**config.mk**
```make
export PLATFORM = sky130hd
export DESIGN_NAME = ecio_top
export DESIGN_NICKNAME = d
export VERILOG_FILES = /design/src/ecio_pkg.sv /design/src/ecio_edge.sv /design/src/ecio_top.sv
export SDC_FILE = /design/constraint.sdc
export NUM_CORES = 1
export LEC_CHECK = 0
export BUFFER_PORTS_ARGS = -buffer_cell sky130_fd_sc_hd__buf_2
export CORE_MARGIN = 4
export CORE_UTILIZATION = 31
export DETAILED_ROUTE_END_ITERATION = 8
export PLACE_DENSITY = 0.63
export SYNTH_ARGS = -nofsm -noshare
export SYNTH_HDL_FRONTEND = slang
export SYNTH_SLANG_ARGS = --single-unit
```
**constraint.sdc**
```tcl
create_clock -name clk_i -period 3.45 [get_ports clk_i]
set_clock_uncertainty 0.15 [all_clocks]
set_input_delay 0.5175 -clock clk_i [delete_from_list [all_inputs] [get_ports clk_i]]
set_output_delay 0.5175 -clock clk_i [all_outputs]
set_load 0.05 [all_outputs]
```
**src/ecio_pkg.sv**
```systemverilog
// Notes on behaviour
// - pin shows source power state, 1 on
// - pin shows output enable state, 1 on
// - limiter pin high while any limiter acts
// - two sequence sync outputs and trigger output
// - command inputs act only when enabled
// - status outputs always driven, regardless of enable
package ecio_pkg;

	// command input bit positions
	localparam int CMD_OUT_OFF = 0;
	localparam int CMD_OUT_ON = 1;
	localparam int CMD_SEQ_START = 2;
	localparam int CMD_SEQ_STOP = 3;
	localparam int CMD_SEQ_HOLD = 4;
	localparam int CMD_SEQ_BR1 = 5;
	localparam int CMD_SEQ_BR2 = 6;
	localparam int CMD_W = 7;

	// event bit positions in status, clear and enable registers
	localparam int EV_OUT_ON = 0;
	localparam int EV_OUT_OFF = 1;
	localparam int EV_LIMIT = 2;
	localparam int EV_SEQ_START = 3;
	localparam int EV_SEQ_END = 4;
	localparam int EV_W = 5;

	// register byte offsets
	localparam logic [7:0] OFS_CTRL = 8'h00;
	localparam logic [7:0] OFS_STAT = 8'h04;
	localparam logic [7:0] OFS_IRQ_STAT = 8'h08;
	localparam logic [7:0] OFS_IRQ_EN = 8'h0C;
	localparam logic [7:0] OFS_IRQ_CLR = 8'h10;

	// control register fields
	localparam int CTRL_EXT_EN = 0;
	localparam int CTRL_SRC_ON = 1;
	localparam int CTRL_BUSY = 2;
	localparam int CTRL_PK_POS = 3;
	localparam int CTRL_PK_NEG = 4;
	localparam int CTRL_RMS = 5;
	localparam int CTRL_PWR = 6;
	localparam int CTRL_TRIG = 7;
	localparam int CTRL_W = 8;
	localparam logic [CTRL_W-1:0] CTRL_RST = 8'h02;

	// trigger output pulse width
	localparam int TRIG_NS = 1000;
	localparam int CLK_NS = 25;
	localparam int TRIG_CYC = (TRIG_NS + CLK_NS - 1) / CLK_NS;

	typedef enum logic [3:0] {
		SEQ_IDLE = 4'h1,
		SEQ_RUN = 4'h2,
		SEQ_HOLD = 4'h4,
		SEQ_DONE = 4'h8
	} ecio_seq_t;

	// status pins, all registered
	typedef struct packed {
		logic src_on;
		logic out_on;
		logic limit;
		logic busy;
		logic [1:0] sync;
		logic trig;
	} ecio_stat_t;

	// limiter flags
	typedef struct packed {
		logic pk_pos;
		logic pk_neg;
		logic rms;
		logic pwr;
	} ecio_lim_t;

endpackage

```
**src/ecio_edge.sv**
```systemverilog
`timescale 1ns/1ps
// three-stage sync; falling edge when stages two and three agree on a new low
module ecio_edge #(
	parameter int W = 7
) (
	input wire logic clk_i,
	input wire logic rst_i,
	input wire logic [W-1:0] pin_i,
	output logic [W-1:0] fall_o
);
	logic [W-1:0] s1_reg;
	logic [W-1:0] s2_reg;
	logic [W-1:0] s3_reg;
	logic [W-1:0] lvl_reg;
	wire [W-1:0] agree = ~(s2_reg ^ s3_reg);
	wire [W-1:0] lvl_next = (agree & s3_reg) | (~agree & lvl_reg);

	always_ff @(posedge clk_i) begin
		if (rst_i) begin
			s1_reg <= '1;
			s2_reg <= '1;
			s3_reg <= '1;
			lvl_reg <= '1;
			fall_o <= '0;
		end else begin
			s1_reg <= pin_i;
			s2_reg <= s1_reg;
			s3_reg <= s2_reg;
			lvl_reg <= lvl_next;
			fall_o <= lvl_reg & ~lvl_next;
		end
	end
endmodule

```
**src/ecio_top.sv**
```systemverilog
// Local design decisions: the address map and the Wishbone register port.
`timescale 1ns/1ps
module ecio_top (
	// clock and reset
	input wire logic clk_i,
	input wire logic rst_i,
	// wishbone slave
	input wire logic wb_cyc_i,
	input wire logic wb_stb_i,
	input wire logic wb_we_i,
	input wire logic [7:0] wb_adr_i,
	input wire logic [3:0] wb_sel_i,
	input wire logic [31:0] wb_dat_i,
	output logic [31:0] wb_dat_o,
	output logic wb_ack_o,
	// connector command inputs, pulled up, active on falling edge
	input wire logic [ecio_pkg::CMD_W-1:0] cmd_pin_i,
	// connector status outputs
	output logic src_on_o,
	output logic out_on_o,
	output logic limit_o,
	output logic busy_o,
	output logic [1:0] seq_sync_o,
	output logic trig_o,
	// interrupt
	output logic irq_o
);

	////////////////////////////////////////////////////////////////////////
	// input edge detection

	logic [ecio_pkg::CMD_W-1:0] fall;

	ecio_edge #(.W(ecio_pkg::CMD_W)) u_edge (
		.clk_i(clk_i),
		.rst_i(rst_i),
		.pin_i(cmd_pin_i),
		.fall_o(fall)
	);

	////////////////////////////////////////////////////////////////////////
	// registers and bus decode

	logic [ecio_pkg::CTRL_W-1:0] ctrl_reg;
	logic [ecio_pkg::EV_W-1:0] ev_reg;
	logic [ecio_pkg::EV_W-1:0] ev_en_reg;
	logic out_on_reg;
	ecio_pkg::ecio_seq_t seq_reg;
	ecio_pkg::ecio_seq_t seq_next;
	logic [1:0] step_reg;
	logic [7:0] trig_cnt_reg;
	ecio_pkg::ecio_stat_t stat_next;
	ecio_pkg::ecio_lim_t lim;

	// one address decode shared by the write strobes and the read mux
	function automatic logic hit(input logic [7:0] adr, input logic [7:0] ofs);
		return adr == ofs;
	endfunction

	wire req = wb_cyc_i & wb_stb_i & ~wb_ack_o;
	wire wr = req & wb_we_i & wb_sel_i[0];
	wire wr_ctrl = wr & hit(wb_adr_i, ecio_pkg::OFS_CTRL);
	wire wr_en = wr & hit(wb_adr_i, ecio_pkg::OFS_IRQ_EN);
	wire wr_clr = wr & hit(wb_adr_i, ecio_pkg::OFS_IRQ_CLR);
	wire trig_sw = wr_ctrl & wb_dat_i[ecio_pkg::CTRL_TRIG];

	// commands only act while external control is enabled
	wire ext_en = ctrl_reg[ecio_pkg::CTRL_EXT_EN];
	wire [ecio_pkg::CMD_W-1:0] cmd = fall & {ecio_pkg::CMD_W{ext_en}};

	////////////////////////////////////////////////////////////////////////
	// output enable and sequencer

	// off wins when both edges land together
	wire out_on_next = cmd[ecio_pkg::CMD_OUT_OFF] ? 1'b0 :
		cmd[ecio_pkg::CMD_OUT_ON] ? 1'b1 : out_on_reg;
	wire step_adv = (seq_reg == ecio_pkg::SEQ_RUN) &
		(cmd[ecio_pkg::CMD_SEQ_BR1] | cmd[ecio_pkg::CMD_SEQ_BR2]);
	wire [1:0] step_next = cmd[ecio_pkg::CMD_SEQ_START] ? 2'h0 :
		step_adv ? (cmd[ecio_pkg::CMD_SEQ_BR1] ? 2'h1 : 2'h2) : step_reg;

	always_comb begin
		seq_next = seq_reg;
		unique case (seq_reg)
			ecio_pkg::SEQ_IDLE, ecio_pkg::SEQ_DONE: begin
				if (cmd[ecio_pkg::CMD_SEQ_START]) begin
					seq_next = ecio_pkg::SEQ_RUN;
				end
			end
			ecio_pkg::SEQ_RUN: begin
				if (cmd[ecio_pkg::CMD_SEQ_STOP]) begin
					seq_next = ecio_pkg::SEQ_DONE;
				end else if (cmd[ecio_pkg::CMD_SEQ_HOLD]) begin
					seq_next = ecio_pkg::SEQ_HOLD;
				end
			end
			ecio_pkg::SEQ_HOLD: begin
				if (cmd[ecio_pkg::CMD_SEQ_STOP]) begin
					seq_next = ecio_pkg::SEQ_DONE;
				end else if (cmd[ecio_pkg::CMD_SEQ_START]) begin
					seq_next = ecio_pkg::SEQ_RUN;
				end
			end
			default: seq_next = ecio_pkg::SEQ_IDLE;
		endcase
	end

	wire seq_go = (seq_next == ecio_pkg::SEQ_RUN) & (seq_reg != ecio_pkg::SEQ_RUN);
	wire seq_end = (seq_next == ecio_pkg::SEQ_DONE) & (seq_reg != ecio_pkg::SEQ_DONE);
	wire trig_start = seq_go | step_adv | trig_sw;

	////////////////////////////////////////////////////////////////////////
	// status pins

	assign lim.pk_pos = ctrl_reg[ecio_pkg::CTRL_PK_POS];
	assign lim.pk_neg = ctrl_reg[ecio_pkg::CTRL_PK_NEG];
	assign lim.rms = ctrl_reg[ecio_pkg::CTRL_RMS];
	assign lim.pwr = ctrl_reg[ecio_pkg::CTRL_PWR];
	wire limit_on = |lim;

	assign stat_next.src_on = ctrl_reg[ecio_pkg::CTRL_SRC_ON];
	assign stat_next.out_on = out_on_reg;
	assign stat_next.limit = limit_on;
	assign stat_next.busy = ctrl_reg[ecio_pkg::CTRL_BUSY];
	assign stat_next.sync = step_reg;
	assign stat_next.trig = (trig_cnt_reg != 8'h00);

	////////////////////////////////////////////////////////////////////////
	// interrupt events, set wins over clear

	wire [ecio_pkg::EV_W-1:0] ev_set = {seq_end, seq_go, limit_on & ~limit_o,
		out_on_reg & ~out_on_next, ~out_on_reg & out_on_next};
	wire [ecio_pkg::EV_W-1:0] ev_clr = wr_clr ? wb_dat_i[ecio_pkg::EV_W-1:0] : '0;
	wire [ecio_pkg::EV_W-1:0] ev_next = ev_set | (ev_reg & ~ev_clr);

	wire [31:0] stat_word = {18'h0, seq_reg, step_reg, limit_on, out_on_reg,
		ctrl_reg[ecio_pkg::CTRL_SRC_ON], ext_en, 4'h0};
	wire [31:0] rd_data =
		hit(wb_adr_i, ecio_pkg::OFS_CTRL) ? {24'h0, ctrl_reg} :
		hit(wb_adr_i, ecio_pkg::OFS_STAT) ? stat_word :
		hit(wb_adr_i, ecio_pkg::OFS_IRQ_STAT) ? {27'h0, ev_reg} :
		hit(wb_adr_i, ecio_pkg::OFS_IRQ_EN) ? {27'h0, ev_en_reg} : 32'h0;

	////////////////////////////////////////////////////////////////////////
	// state

	// the trigger bit is a strobe and is never stored
	wire [ecio_pkg::CTRL_W-1:0] ctrl_next = wr_ctrl ?
		{1'b0, wb_dat_i[ecio_pkg::CTRL_W-2:0]} : ctrl_reg;
	wire [ecio_pkg::EV_W-1:0] ev_en_next = wr_en ? wb_dat_i[ecio_pkg::EV_W-1:0] : ev_en_reg;
	// a new start or branch restarts a running pulse
	wire [7:0] trig_cnt_next = trig_start ? 8'(ecio_pkg::TRIG_CYC) :
		(trig_cnt_reg != 8'h00) ? trig_cnt_reg - 8'h01 : 8'h00;
	wire ack_next = req;
	wire [31:0] dat_next = (req & ~wb_we_i) ? rd_data : 32'h0;
	wire irq_next = |(ev_next & ev_en_reg);

	// software registers
	always_ff @(posedge clk_i) begin
		if (rst_i) begin
			ctrl_reg <= ecio_pkg::CTRL_RST;
			ev_en_reg <= '0;
		end else begin
			ctrl_reg <= ctrl_next;
			ev_en_reg <= ev_en_next;
		end
	end

	// sticky events and the interrupt line
	always_ff @(posedge clk_i) begin
		if (rst_i) begin
			ev_reg <= '0;
			irq_o <= 1'b0;
		end else begin
			ev_reg <= ev_next;
			irq_o <= irq_next;
		end
	end

	// output enable state
	always_ff @(posedge clk_i) begin
		if (rst_i) begin
			out_on_reg <= 1'b0;
		end else begin
			out_on_reg <= out_on_next;
		end
	end

	// sequencer state and step
	always_ff @(posedge clk_i) begin
		if (rst_i) begin
			seq_reg <= ecio_pkg::SEQ_IDLE;
			step_reg <= 2'h0;
		end else begin
			seq_reg <= seq_next;
			step_reg <= step_next;
		end
	end

	// trigger pulse counter
	always_ff @(posedge clk_i) begin
		if (rst_i) begin
			trig_cnt_reg <= 8'h00;
		end else begin
			trig_cnt_reg <= trig_cnt_next;
		end
	end

	// bus answer
	always_ff @(posedge clk_i) begin
		if (rst_i) begin
			wb_ack_o <= 1'b0;
			wb_dat_o <= 32'h0;
		end else begin
			wb_ack_o <= ack_next;
			wb_dat_o <= dat_next;
		end
	end

	// connector status pins
	always_ff @(posedge clk_i) begin
		if (rst_i) begin
			{src_on_o, out_on_o, limit_o, busy_o, seq_sync_o, trig_o} <= '0;
		end else begin
			{src_on_o, out_on_o, limit_o, busy_o, seq_sync_o, trig_o} <= stat_next;
		end
	end

endmodule

```
## Word-level counts from Yosys, hierarchy flattened

Index checks and enable logic that the tools add are counted.

| word-level totals | value |
|---|---|
| register bits after elaboration | 108 |
| bits of input ports | 56 |
| output and inout bits | 41 |
| word-level logic and storage cells | 101 |

| cells by class | value |
|---|---|
| add/sub/neg operators | 1 |
| eq/ne operators | 12 |
| muxes and demuxes | 15 |
| bitwise operators | 38 |
| reduce and logical (&&, ||, !) cells | 10 |

Operators by type and width:

| operator | number |
|---|---|
| $and 7x7->7 | 4 |
| $not 7->7 | 3 |
| $eq 8x4->1 const B | 2 |
| $mux 4 | 4 |
| $and 1x1->1 | 15 |
| $mux 5 | 3 |
| $mux 14 | 1 |
| $mux 6 | 2 |
| $pmux 4 s3 | 1 |
| $and 5x5->5 | 2 |
| $reduce_or 5->1 | 2 |
| $eq 4x2->1 const B | 2 |
| $eq 4x4->1 const B | 2 |
| $eq 8x3->1 const B | 1 |
| $eq 8x5->1 const B | 1 |
| $logic_not 8->1 | 1 |
| $reduce_bool 8->1 | 1 |
| $sub 8x1->8 const B | 1 |
| $mux 7 | 1 |
| $not 1->1 | 7 |
| $or 7x7->7 | 1 |
| $xor 7x7->7 | 1 |
| $reduce_or 2->1 | 3 |
| $reduce_or 3->1 | 2 |
| 10 further kinds | 13 |

## Logic depth before layout (Yosys ltp)

Gate-level depths: netlist of run 1.

| logic depth | value |
|---|---|
| depth after elaboration | 11 |
| mapped depth | 8 |
| gate-level depth less buffers | 8 |

## Cells and area by module

A second synthesis of run 1 with hierarchy kept.

| second synthesis, totals | value |
|---|---|
| cell total of the unflattened synthesis | 358 |
| area total of the unflattened synthesis | 3,447.1 µm² |

By module, submodules not included:

| module | times used | cells each | area an instance (µm²) | sequential area each (µm²) |
|---|---|---|---|---|
| ecio_top | 1 | 271 | 2,407.3 | 1,101.1 |
| ecio_edge | 1 | 87 | 1,039.7 | 700.7 |

## Worst setup path before layout of run 1

OpenSTA, ideal clock, no wires.

| timing path | value |
|---|---|
| kind | register to register |
| start point | reg wb_ack_o |
| end point | reg wb_dat_o[12] |
| setup time | 0.060 ns |
| arrival | 1.817 ns |
| required time | 3.240 ns |
| path slack | 1.423 ns |
| stages on the path, launching flop included | 7 |
| buffers on the path | 1 |
| clock period less this slack | 2.027 ns |
| path through | dfxtp_1 and4bb_2 nand2_2 or4_1 buf_2 nor3b_4 and2_1 |

| on the way | value |
|---|---|
| cells in the longest elaborated chain, start to end | 5 |

RTL lines:

| element | RTL line | source |
|---|---|---|
| start: declaration | ecio_top.sv:15 | `output logic wb_ack_o,` |
| start signal: assignment | ecio_top.sv:215 | `wb_ack_o <= ack_next;` |
| $not 1->1 | ecio_top.sv:60 | `wire req = wb_cyc_i & wb_stb_i & ~wb_ack_o;` |
| $and 1x1->1 | ecio_top.sv:60 |  |
| $and 1x1->1 | ecio_top.sv:155 | `wire [31:0] dat_next = (req & ~wb_we_i) ? rd_data : 32'h0;` |
| $not 1->1 (no line) | n/a |  |
| $reduce_or 3->1 (no line) | n/a |  |
| end signal: assignment | ecio_top.sv:216 | `wb_dat_o <= dat_next;` |
| end: declaration | ecio_top.sv:14 | `output logic [31:0] wb_dat_o,` |

Every way passes these cells.
A chain may end at the register's enable or synchronous reset.

==> results.yml, run 1 <==
outcome:
  outcome: "finished clean"
routing:
  wirelength_um: 6720
  viasPerCell: 4.54
  ant_nets: 0
  drtPass1Iterations: 4
  drc: 0
  wire_per_inst_um: 12.1
  num_vias: 2517
  drtIter0Drc: 86
timing:
  setup_viol: 0
  slew_viol_final: 0
  relSlewSlack: 0.599
  tns_ps: 0
  clock.fmax_ghz: 0.468
  whs_ps: 187
  min_period_over_period: 0.619
  hold_viol_final: 0
  worstMarginPinSlew_ps: 597
  fin_crit_ps: 2140
  rsz0062_at_grt: "no"
critical_path:
  cp_cell_sequence: "buf_2 -> clkinv_1 -> nand3_1 -> o221ai_1 -> nor4_1 -> nand3_1"
  critPathMaxFanout: 24
  cpMaxStageDelayCell: "clkinv_1"
  slowest_delay_ps: 550
  crit_type: "in -> reg"
  cp.arrival_ps: 2210
  end_kind: "flip-flop"
  required_ps: 3520
  critPathBufInv: 2
  cpMostUsedCell: "nand3_1"
  cpLargestDelayFamily: "buffers and inverters"
  startpoint_type: "input port"
power:
  power_switching_w: 0.000580
  leakage_nw: 1.56
  p_sw_frac: 0.274
  power.total_w: 0.00212
  pwr-share-comb: 0.136
  intPower_w: 0.00154
  p_seq_frac: 0.527
  powerDensity_nw_per_um2: 534
  p_clk_frac: 0.338
  ir_drop_mv: 0.206
clocking:
  cts_inserted_buffers: 9
  root_buffer: "clkbuf_8"
  htree_levels: 3
  ctsHoldBuffers: 0
  clk_pin_slew_worst_paths_ps: 90
  clockBufferDepth: 2
  cts_tree: "done"
  clkSinkCount: 90
  cts_resized: 0
  post_cts.repair.setup_buffers: 0
  clk_latency_ps: 360
global_route:
  grt_pass1_vias: 2431
  grt_usage: 0.109
  grt_max_degree: 34
  grt_pass1_wl_um: 11200
  antenna_found_initial: 0
  gr-total-overflow: 0
die:
  fp.dieH_um: 114
  dieArea_sq_um: 12900
  core-area_sq_um: 10900
  fp-row-count: 38
  initial_core_util: 0.318
  die_w_um: 114
  pin_count: 97
place:
  port_buffers: 51
  hpwl_um: 4820
  gp_congestion: 0.855
cells_and_area:
  nFillCells: 1101
  drive_gt1_frac: 0.234
  nets: 466
  final_common_cell: "dfxtp_1"
  multi_input_area_sq_um: 1480
  mostFrequentLayoutCells: "90 x dfxtp_1, 51 x buf_2, 41 x nor2_1"
  area_growth_pct: 14.5
  diodes: 0
  largest_reg_flops: 14
  ff_latch_area_sq_um: 1800
worst_hold_path:
  hold_path_class: "in -> reg"
synthesis:
  synth_top_area_share: 0.521
  yosysWarnings: 0
  synth_largest_area_cell: "dfxtp_1"
  synth_cell_types: 49
  synth_edf_count: 0
  seq_area_frac_synth: 0.521
  synth_area_leaders: "dfxtp_1 52%, mux2i_1 4.6%, nor2_1 4.4%"
  ys_seq_elements: 90
  syn_area_sq_um: 3460
  synthArstFlopShare: 0
  syn_area_per_cell_sq_um: 9.50
  synth_ff_type: "dfxtp_1"
  synthCells: 364
job:
  timing.max_cap.violations: 0
[cells in the mapped netlist (all sizes together), types with 2 or more instances]
| library cell | number |
|---|---|
| a211oi | 3 |
| a21oi | 17 |
| a22oi | 2 |
| a2bb2oi | 2 |
| a31oi | 4 |
| a32oi | 2 |
| and2 | 7 |
| and3 | 5 |
| and4b | 2 |
| buf | 23 |
| clkbuf | 12 |
| dfxtp | 90 |
| inv | 10 |
| mux2i | 16 |
| nand2 | 20 |
| nand2b | 4 |
| nand3 | 6 |
| nand3b | 2 |
| nand4 | 2 |
| nor2 | 41 |
| nor2b | 7 |
| nor3 | 6 |
| nor3b | 8 |
| nor4 | 6 |
| o2111ai | 2 |
| o21ai | 16 |
| o22ai | 3 |
| or2 | 23 |
| xnor2 | 6 |
| xor2 | 3 |
[power by group through the flow]
stage / logic (W) / clock network (W) / registers (W)
final: 0.000287 / 0.000715 / 0.00112
after global routing: 0.000323 / 0.000784 / 0.00112
after CTS: 0.000290 / 0.000742 / 0.00112
after detailed placement: 0.000289 / 0 / 0.00114
after global placement: 0.000283 / 0 / 0.00114
after floorplan: 0.000230 / 0 / 0.00116
[stage by stage]
stage	instance area, sq um	setup slack [ps]	utilization	std cells
6_report	3960	1310	0.364	554
4_1_cts	3960	1300	0.364	554
5_1_grt	3960	1100	0.364	554
2_1_floorplan	3520	1420	-	381
3_3_place_gp	3760	890	0.345	538
3_5_place_dp	3760	914	0.345	538
[cell families (layout without fill, tap and decap cells)]
family,after synthesis,in the layout,synth area share
simple gates,145,145,0.237
flops,90,90,0.521
compound gates,56,56,0.0987
buf+inv,46,79,0.0702
mux,16,16,0.0463
xor+xnor,9,9,0.0228
fa+ha+maj,1,1,0.00362
other cells,1,18,0.00108
[path summary, 6_finish.rpt]
| check | startpoint | end | slack (ps) | depth (start not counted) |
|---|---|---|---|---|
| setup / recovery | rst_i | irq_o | 1310 | 6 |
| hold / removal | cmd_pin_i[6] | u_edge.s1_reg[6] | 190 | 2 |
| setup reg to reg | trig_cnt_reg[0] | trig_cnt_reg[4] | 1360 | 8 |
| hold reg to reg | u_edge.s1_reg[6] | u_edge.s2_reg[6] | 260 | 1 |
[routing by layer]
metal / vias to the layer above / part of all wire / GRT usage
li1: 1287 / - / -
met1: 1156 / 0.46 / 0.135
met2: 61 / 0.47 / 0.175
met3: 13 / 0.050 / 0.0244
met4: 0 / 0.023 / 0.0633
met5: - / 0 / 0
[worst reg2reg max path: cells and delay by family (launching register included)]
kind | cells | cell delay [ps]
buffers and inverters | 2 | 120
AOI/OAI and AO/OA | 1 | 200
DFF | 1 | 330
and+or+nand+nor | 4 | 1010
adders and majority gates | 1 | 180
[final cells by class]
cell class / count / share of cell area
Clock buffer: 9 / 0.0313
Clock inverter: 7 / 0.0199
Inverter: 11 / 0.0104
Multi-Input combinational cell: 245 / 0.373
Sequential cell: 90 / 0.455
Tap cell: 140 / 0.0442
Timing Repair Buffer: 52 / 0.0663
(Power assumes the default switching activity.)
==> inputs of run 2 (changes only) <==
Clock period 3.45 ns to 2.2 ns, I/O delays scaled along.
==> results.yml, run 2 (synthesized netlist as in run 1, its figures left out) <==
outcome:
  outcome: "finished clean"
cells_and_area:
  fin_area_sq_um: 4070
  largest_reg_flops: 14
  mostFrequentLayoutCells: "90 x dfxtp_1, 51 x buf_2, 41 x nor2_1"
  drive_gt1_frac: 0.245
  final_common_cell: "dfxtp_1"
  diodes: 0
  nets: 483
  area_growth_pct: 17.6
die:
  pin_count: 97
  initial_core_util: 0.318
  dieArea_sq_um: 12900
  fp-row-count: 38
  fp.dieH_um: 114
  die_w_um: 114
  core-area_sq_um: 10900
place:
  placed_cell_area_sq_um: 3830
  hpwl_um: 4990
  port_buffers: 51
  gp_congestion: 0.825
  pre_cts_ws_ps: 101
critical_path:
  cp_cell_sequence: "inv_1 -> ha_1 -> or3b_2 -> nor3_2 -> a21o_1 -> inv_1 -> nand4_1 -> nor2_1"
  critPathMaxFanout: 6
  required_ps: 2290
  slowest_delay_ps: 500
  cp.arrival_ps: 2100
  r2r_slack_ps: 180
  r2r_cells: 8
  crit_type: "reg -> reg"
  cpLargestDelayFamily: "simple AND/OR/NAND/NOR gates"
  cpMaxStageDelayCell: "or3b_2"
  cpMostUsedCell: "inv_1"
  critPathBufInv: 2
  r2r_start: "trig_cnt_reg[0]"
  r2r_end: "trig_cnt_reg[6]"
  startpoint_type: "flip-flop"
  end_kind: "flip-flop"
power:
  p_clk_frac: 0.300
  leakage_nw: 1.63
  p_sw_frac: 0.271
  p_seq_frac: 0.551
  powerDensity_nw_per_um2: 781
  ir_drop_mv: 0.336
  power_switching_w: 0.000860
  intPower_w: 0.00232
  pwr-share-comb: 0.149
clocking:
  root_buffer: "clkbuf_8"
  post_cts.repair.setup_buffers: 0
  clkSinkCount: 90
  clk_pin_slew_worst_paths_ps: 80
  cts_inserted_buffers: 9
  clockBufferDepth: 2
  cts_tree: "done"
  htree_levels: 3
  clk_latency_ps: 350
worst_hold_path:
  hold_path_class: "in -> reg"
  min_from: "wb_dat_i[5]"
  hold_depth: 3
  whs_endpoint: "ctrl_reg[5]"
routing:
  viasPerCell: 4.64
  num_vias: 2641
  drc: 0
  wire_per_inst_um: 12.0
  wirelength_um: 6850
  drtIter0Drc: 95
  drtPass1Iterations: 4
  ant_nets: 0
global_route:
  grt_pass1_wl_um: 11400
  gr-total-overflow: 0
  antenna_found_initial: 0
  grt_pass1_vias: 2529
  grt_usage: 0.109
  grt_max_degree: 33
timing:
  rsz0062_at_grt: "no"
  hold_viol_final: 0
  slew_viol_final: 0
  clock.fmax_ghz: 0.496
  setup_slack_ps: 184
  min_period_over_period: 0.916
  fin_crit_ps: 2020
  setup_viol: 0
  tns_ps: 0
job:
  timing.max_cap.violations: 0
[run 2: timing repair]
item / CTS / global route
setup endpoints to repair: 0 / 6
gates resized for setup: 0 / 1
hold buffers: 7 / 0
endpoints found under the hold margin: 7 / 0
[run 2: layout make-up]
cell class / count / area (sq um)
inverters: 11 / 41.3
well taps: 140 / 175
flip-flops and latches: 90 / 1800
multi-input cells: 245 / 1480
fillers: 1093 / 6820
clock inverters: 3 / 17.5
repair buffers: 69 / 408
clock buffers: 11 / 141
[run 2: worst max path at each step]
stage	from	endpoint	slack (ps)	cells after the start
2_1_floorplan	wb_ack_o	wb_dat_o[12]	170	6
3_3_place_gp	trig_cnt_reg[0]	trig_cnt_reg[4]	140	8
3_5_place_dp	trig_cnt_reg[0]	trig_cnt_reg[6]	100	8
4_1_cts	trig_cnt_reg[0]	trig_cnt_reg[6]	90	8
5_1_grt	trig_cnt_reg[0]	trig_cnt_reg[4]	40	8
6_report	trig_cnt_reg[0]	trig_cnt_reg[6]	180	8
[run 2: per-layer routing]
layer | up-vias | wire, um | global-route usage
li1 | 1324 | - | -
met1 | 1216 | 3070 | 0.132
met2 | 79 | 3160 | 0.171
met3 | 22 | 361 | 0.0313
met4 | 0 | 259 | 0.0697
met5 | - | 0 | 0
[run 2: worst register-to-register path, stage by stage (launching register included)]
cell and delay, ps:
dfxtp_1 330, inv_1 50, ha_1 160, or3b_2 500, nor3_2 190, a21o_1 180, inv_1 70, nand4_1 200
nor2_1 80
[run 2: stage by stage]
step           hold slack, ps  std cells   util  total power, W
2_1_floorplan             239        381      -         0.00217
3_3_place_gp              243        548  0.352         0.00223
3_5_place_dp              244        548  0.352         0.00225
4_1_cts                  52.2        569  0.373         0.00321
5_1_grt                  57.7        569  0.374         0.00334
6_report                 62.8        569  0.374         0.00318
[run 2: power groups by stage]
stage	clock [W]	combinational (W)	sequential, W
final	0.000952	0.000474	0.00175
after global routing	0.00105	0.000519	0.00176
after CTS	0.000988	0.000471	0.00175
after detailed placement	0	0.000460	0.00179
after global placement	0	0.000449	0.00179
after floorplan	0	0.000361	0.00181
==> inputs of run 3 (changes only) <==
Settings changed: SETUP_SLACK_MARGIN from default to 0.2.
==> results.yml, run 3 (synthesized netlist as in run 1, its figures left out) <==
timing:
  tns_ps: 0
  rsz0062_at_grt: "no"
  min_period_over_period: 0.862
  fin_crit_ps: 1900
  hold_viol_final: 0
  clock.fmax_ghz: 0.527
  setup_viol: 0
  slew_viol_final: 0
routing:
  ant_nets: 0
  wire_per_inst_um: 12.1
  viasPerCell: 4.48
  drtPass1Iterations: 4
  num_vias: 2575
  drc: 0
  wirelength_um: 6930
  drtIter0Drc: 126
die:
  die_w_um: 114
  fp.dieH_um: 114
  fp-row-count: 38
  initial_core_util: 0.318
  pin_count: 97
  core-area_sq_um: 10900
  dieArea_sq_um: 12900
global_route:
  grt_usage: 0.109
  grt_pass1_vias: 2489
  grt_max_degree: 30
  gr-total-overflow: 0
  antenna_found_initial: 0
  grt_pass1_wl_um: 11300
clocking:
  clk_latency_ps: 350
  cts_inserted_buffers: 9
  clockBufferDepth: 2
  htree_levels: 3
  cts_tree: "done"
  clk_pin_slew_worst_paths_ps: 80
  root_buffer: "clkbuf_8"
  clkSinkCount: 90
critical_path:
  r2r_cells: 5
  startpoint_type: "flip-flop"
  startpoint: "wb_ack_o"
  end_kind: "flip-flop"
  critPathMaxFanout: 7
  r2r_start: "wb_ack_o"
  cp.arrival_ps: 1990
  required_ps: 2300
  crit_type: "reg -> reg"
  r2r_slack_ps: 300
  crit_path_end: "wb_dat_o[4]"
  r2r_end: "wb_dat_o[4]"
power:
  ir_drop_mv: 0.266
  power.total_w: 0.00354
  leakage_nw: 1.67
  powerDensity_nw_per_um2: 845
cells_and_area:
  instances_no_fill: 575
  drive_gt1_frac: 0.271
  area_growth_pct: 20.9
  largest_reg_flops: 14
  final_common_cell: "dfxtp_1"
  mostFrequentLayoutCells: "87 x dfxtp_1, 51 x buf_2, 41 x nor2_1"
  diodes: 0
  nFillCells: 1115
  nets: 487
worst_hold_path:
  hold_path_class: "in -> reg"
place:
  hpwl_um: 5010
  gp_congestion: 0.815
  placedCellCount: 549
  port_buffers: 51
outcome:
  outcome: "finished clean"
job:
  timing.max_cap.violations: 0
-- run 3: cell count changes in the layout (fill, tap and decap cells not counted), sizes merged --
cell	before	now
buf	62	66
bufinv	0	2
clkbuf	11	10
clkinv	3	2
clkinvlp	1	2
inv	10	11
-- run 3: how the worst min path moves through the flow --
stage	endpoint	slack [ps]	cells after the start	from
after global routing	ctrl_reg[6]	60	3	wb_dat_i[6]
after detailed placement	u_edge.s2_reg[2]	240	1	u_edge.s1_reg[2]
final	ctrl_reg[5]	80	3	wb_dat_i[5]
after floorplan	u_edge.s2_reg[0]	240	1	u_edge.s1_reg[0]
after CTS	ctrl_reg[6]	50	3	wb_dat_i[6]
after global placement	u_edge.s2_reg[4]	240	1	u_edge.s1_reg[4]
-- run 3: cell type report --
| cell class | instances | area, sq um | share of cell area |
|---|---|---|---|
| Clock buffer | 10 | 128 | 0.0305 |
| Clock inverter | 6 | 88.8 | 0.0212 |
| Inverter | 11 | 41.3 | 0.00987 |
| Multi-Input combinational cell | 245 | 1510 | 0.360 |
| Sequential cell | 90 | 1810 | 0.432 |
| Tap cell | 140 | 175 | 0.0419 |
| Timing Repair Buffer | 73 | 438 | 0.105 |
-- run 3: per-layer routing --
metal,up-vias,global-route usage,part of all wire
li1,1336,-,-
met2,53,0.181,0.47
met5,-,0,0
met1,1175,0.126,0.45
met4,0,0.0577,0.022
met3,11,0.0324,0.052
-- run 3: through the flow --
stage	cell area (sq um)	utilization	hold WS [ps]	setup WS (ps)
2_1_floorplan	3520	-	239	286
3_3_place_gp	3840	0.353	243	144
3_5_place_dp	3840	0.353	242	122
4_1_cts	4140	0.381	51.7	284
5_1_grt	4180	0.384	61.8	177
6_report	4180	0.384	76.2	303
-- run 3: critical path: stages (launching register included) --
cell,delay (ps)
dfxtp_2,330
and4bb_2,300
nand2_2,80
or4_1,490
buf_4,200
a311oi_1,250
-- run 3: timing repair --
item	CTS	global route
endpoints found under the setup margin	6	6
gates resized for setup	3	7
pin swaps	1	4
hold buffers	7	0
endpoints found under the hold margin	7	0
setup buffers	0	3
-- run 3: where the power goes --
| group | switching [W] | total, W | internal, W |
|---|---|---|---|
| combinational | 0.000309 | 0.000564 | 0.000254 |
| sequential | 0.0000559 | 0.00176 | 0.00171 |
| clock | 0.000566 | 0.00121 | 0.000642 |
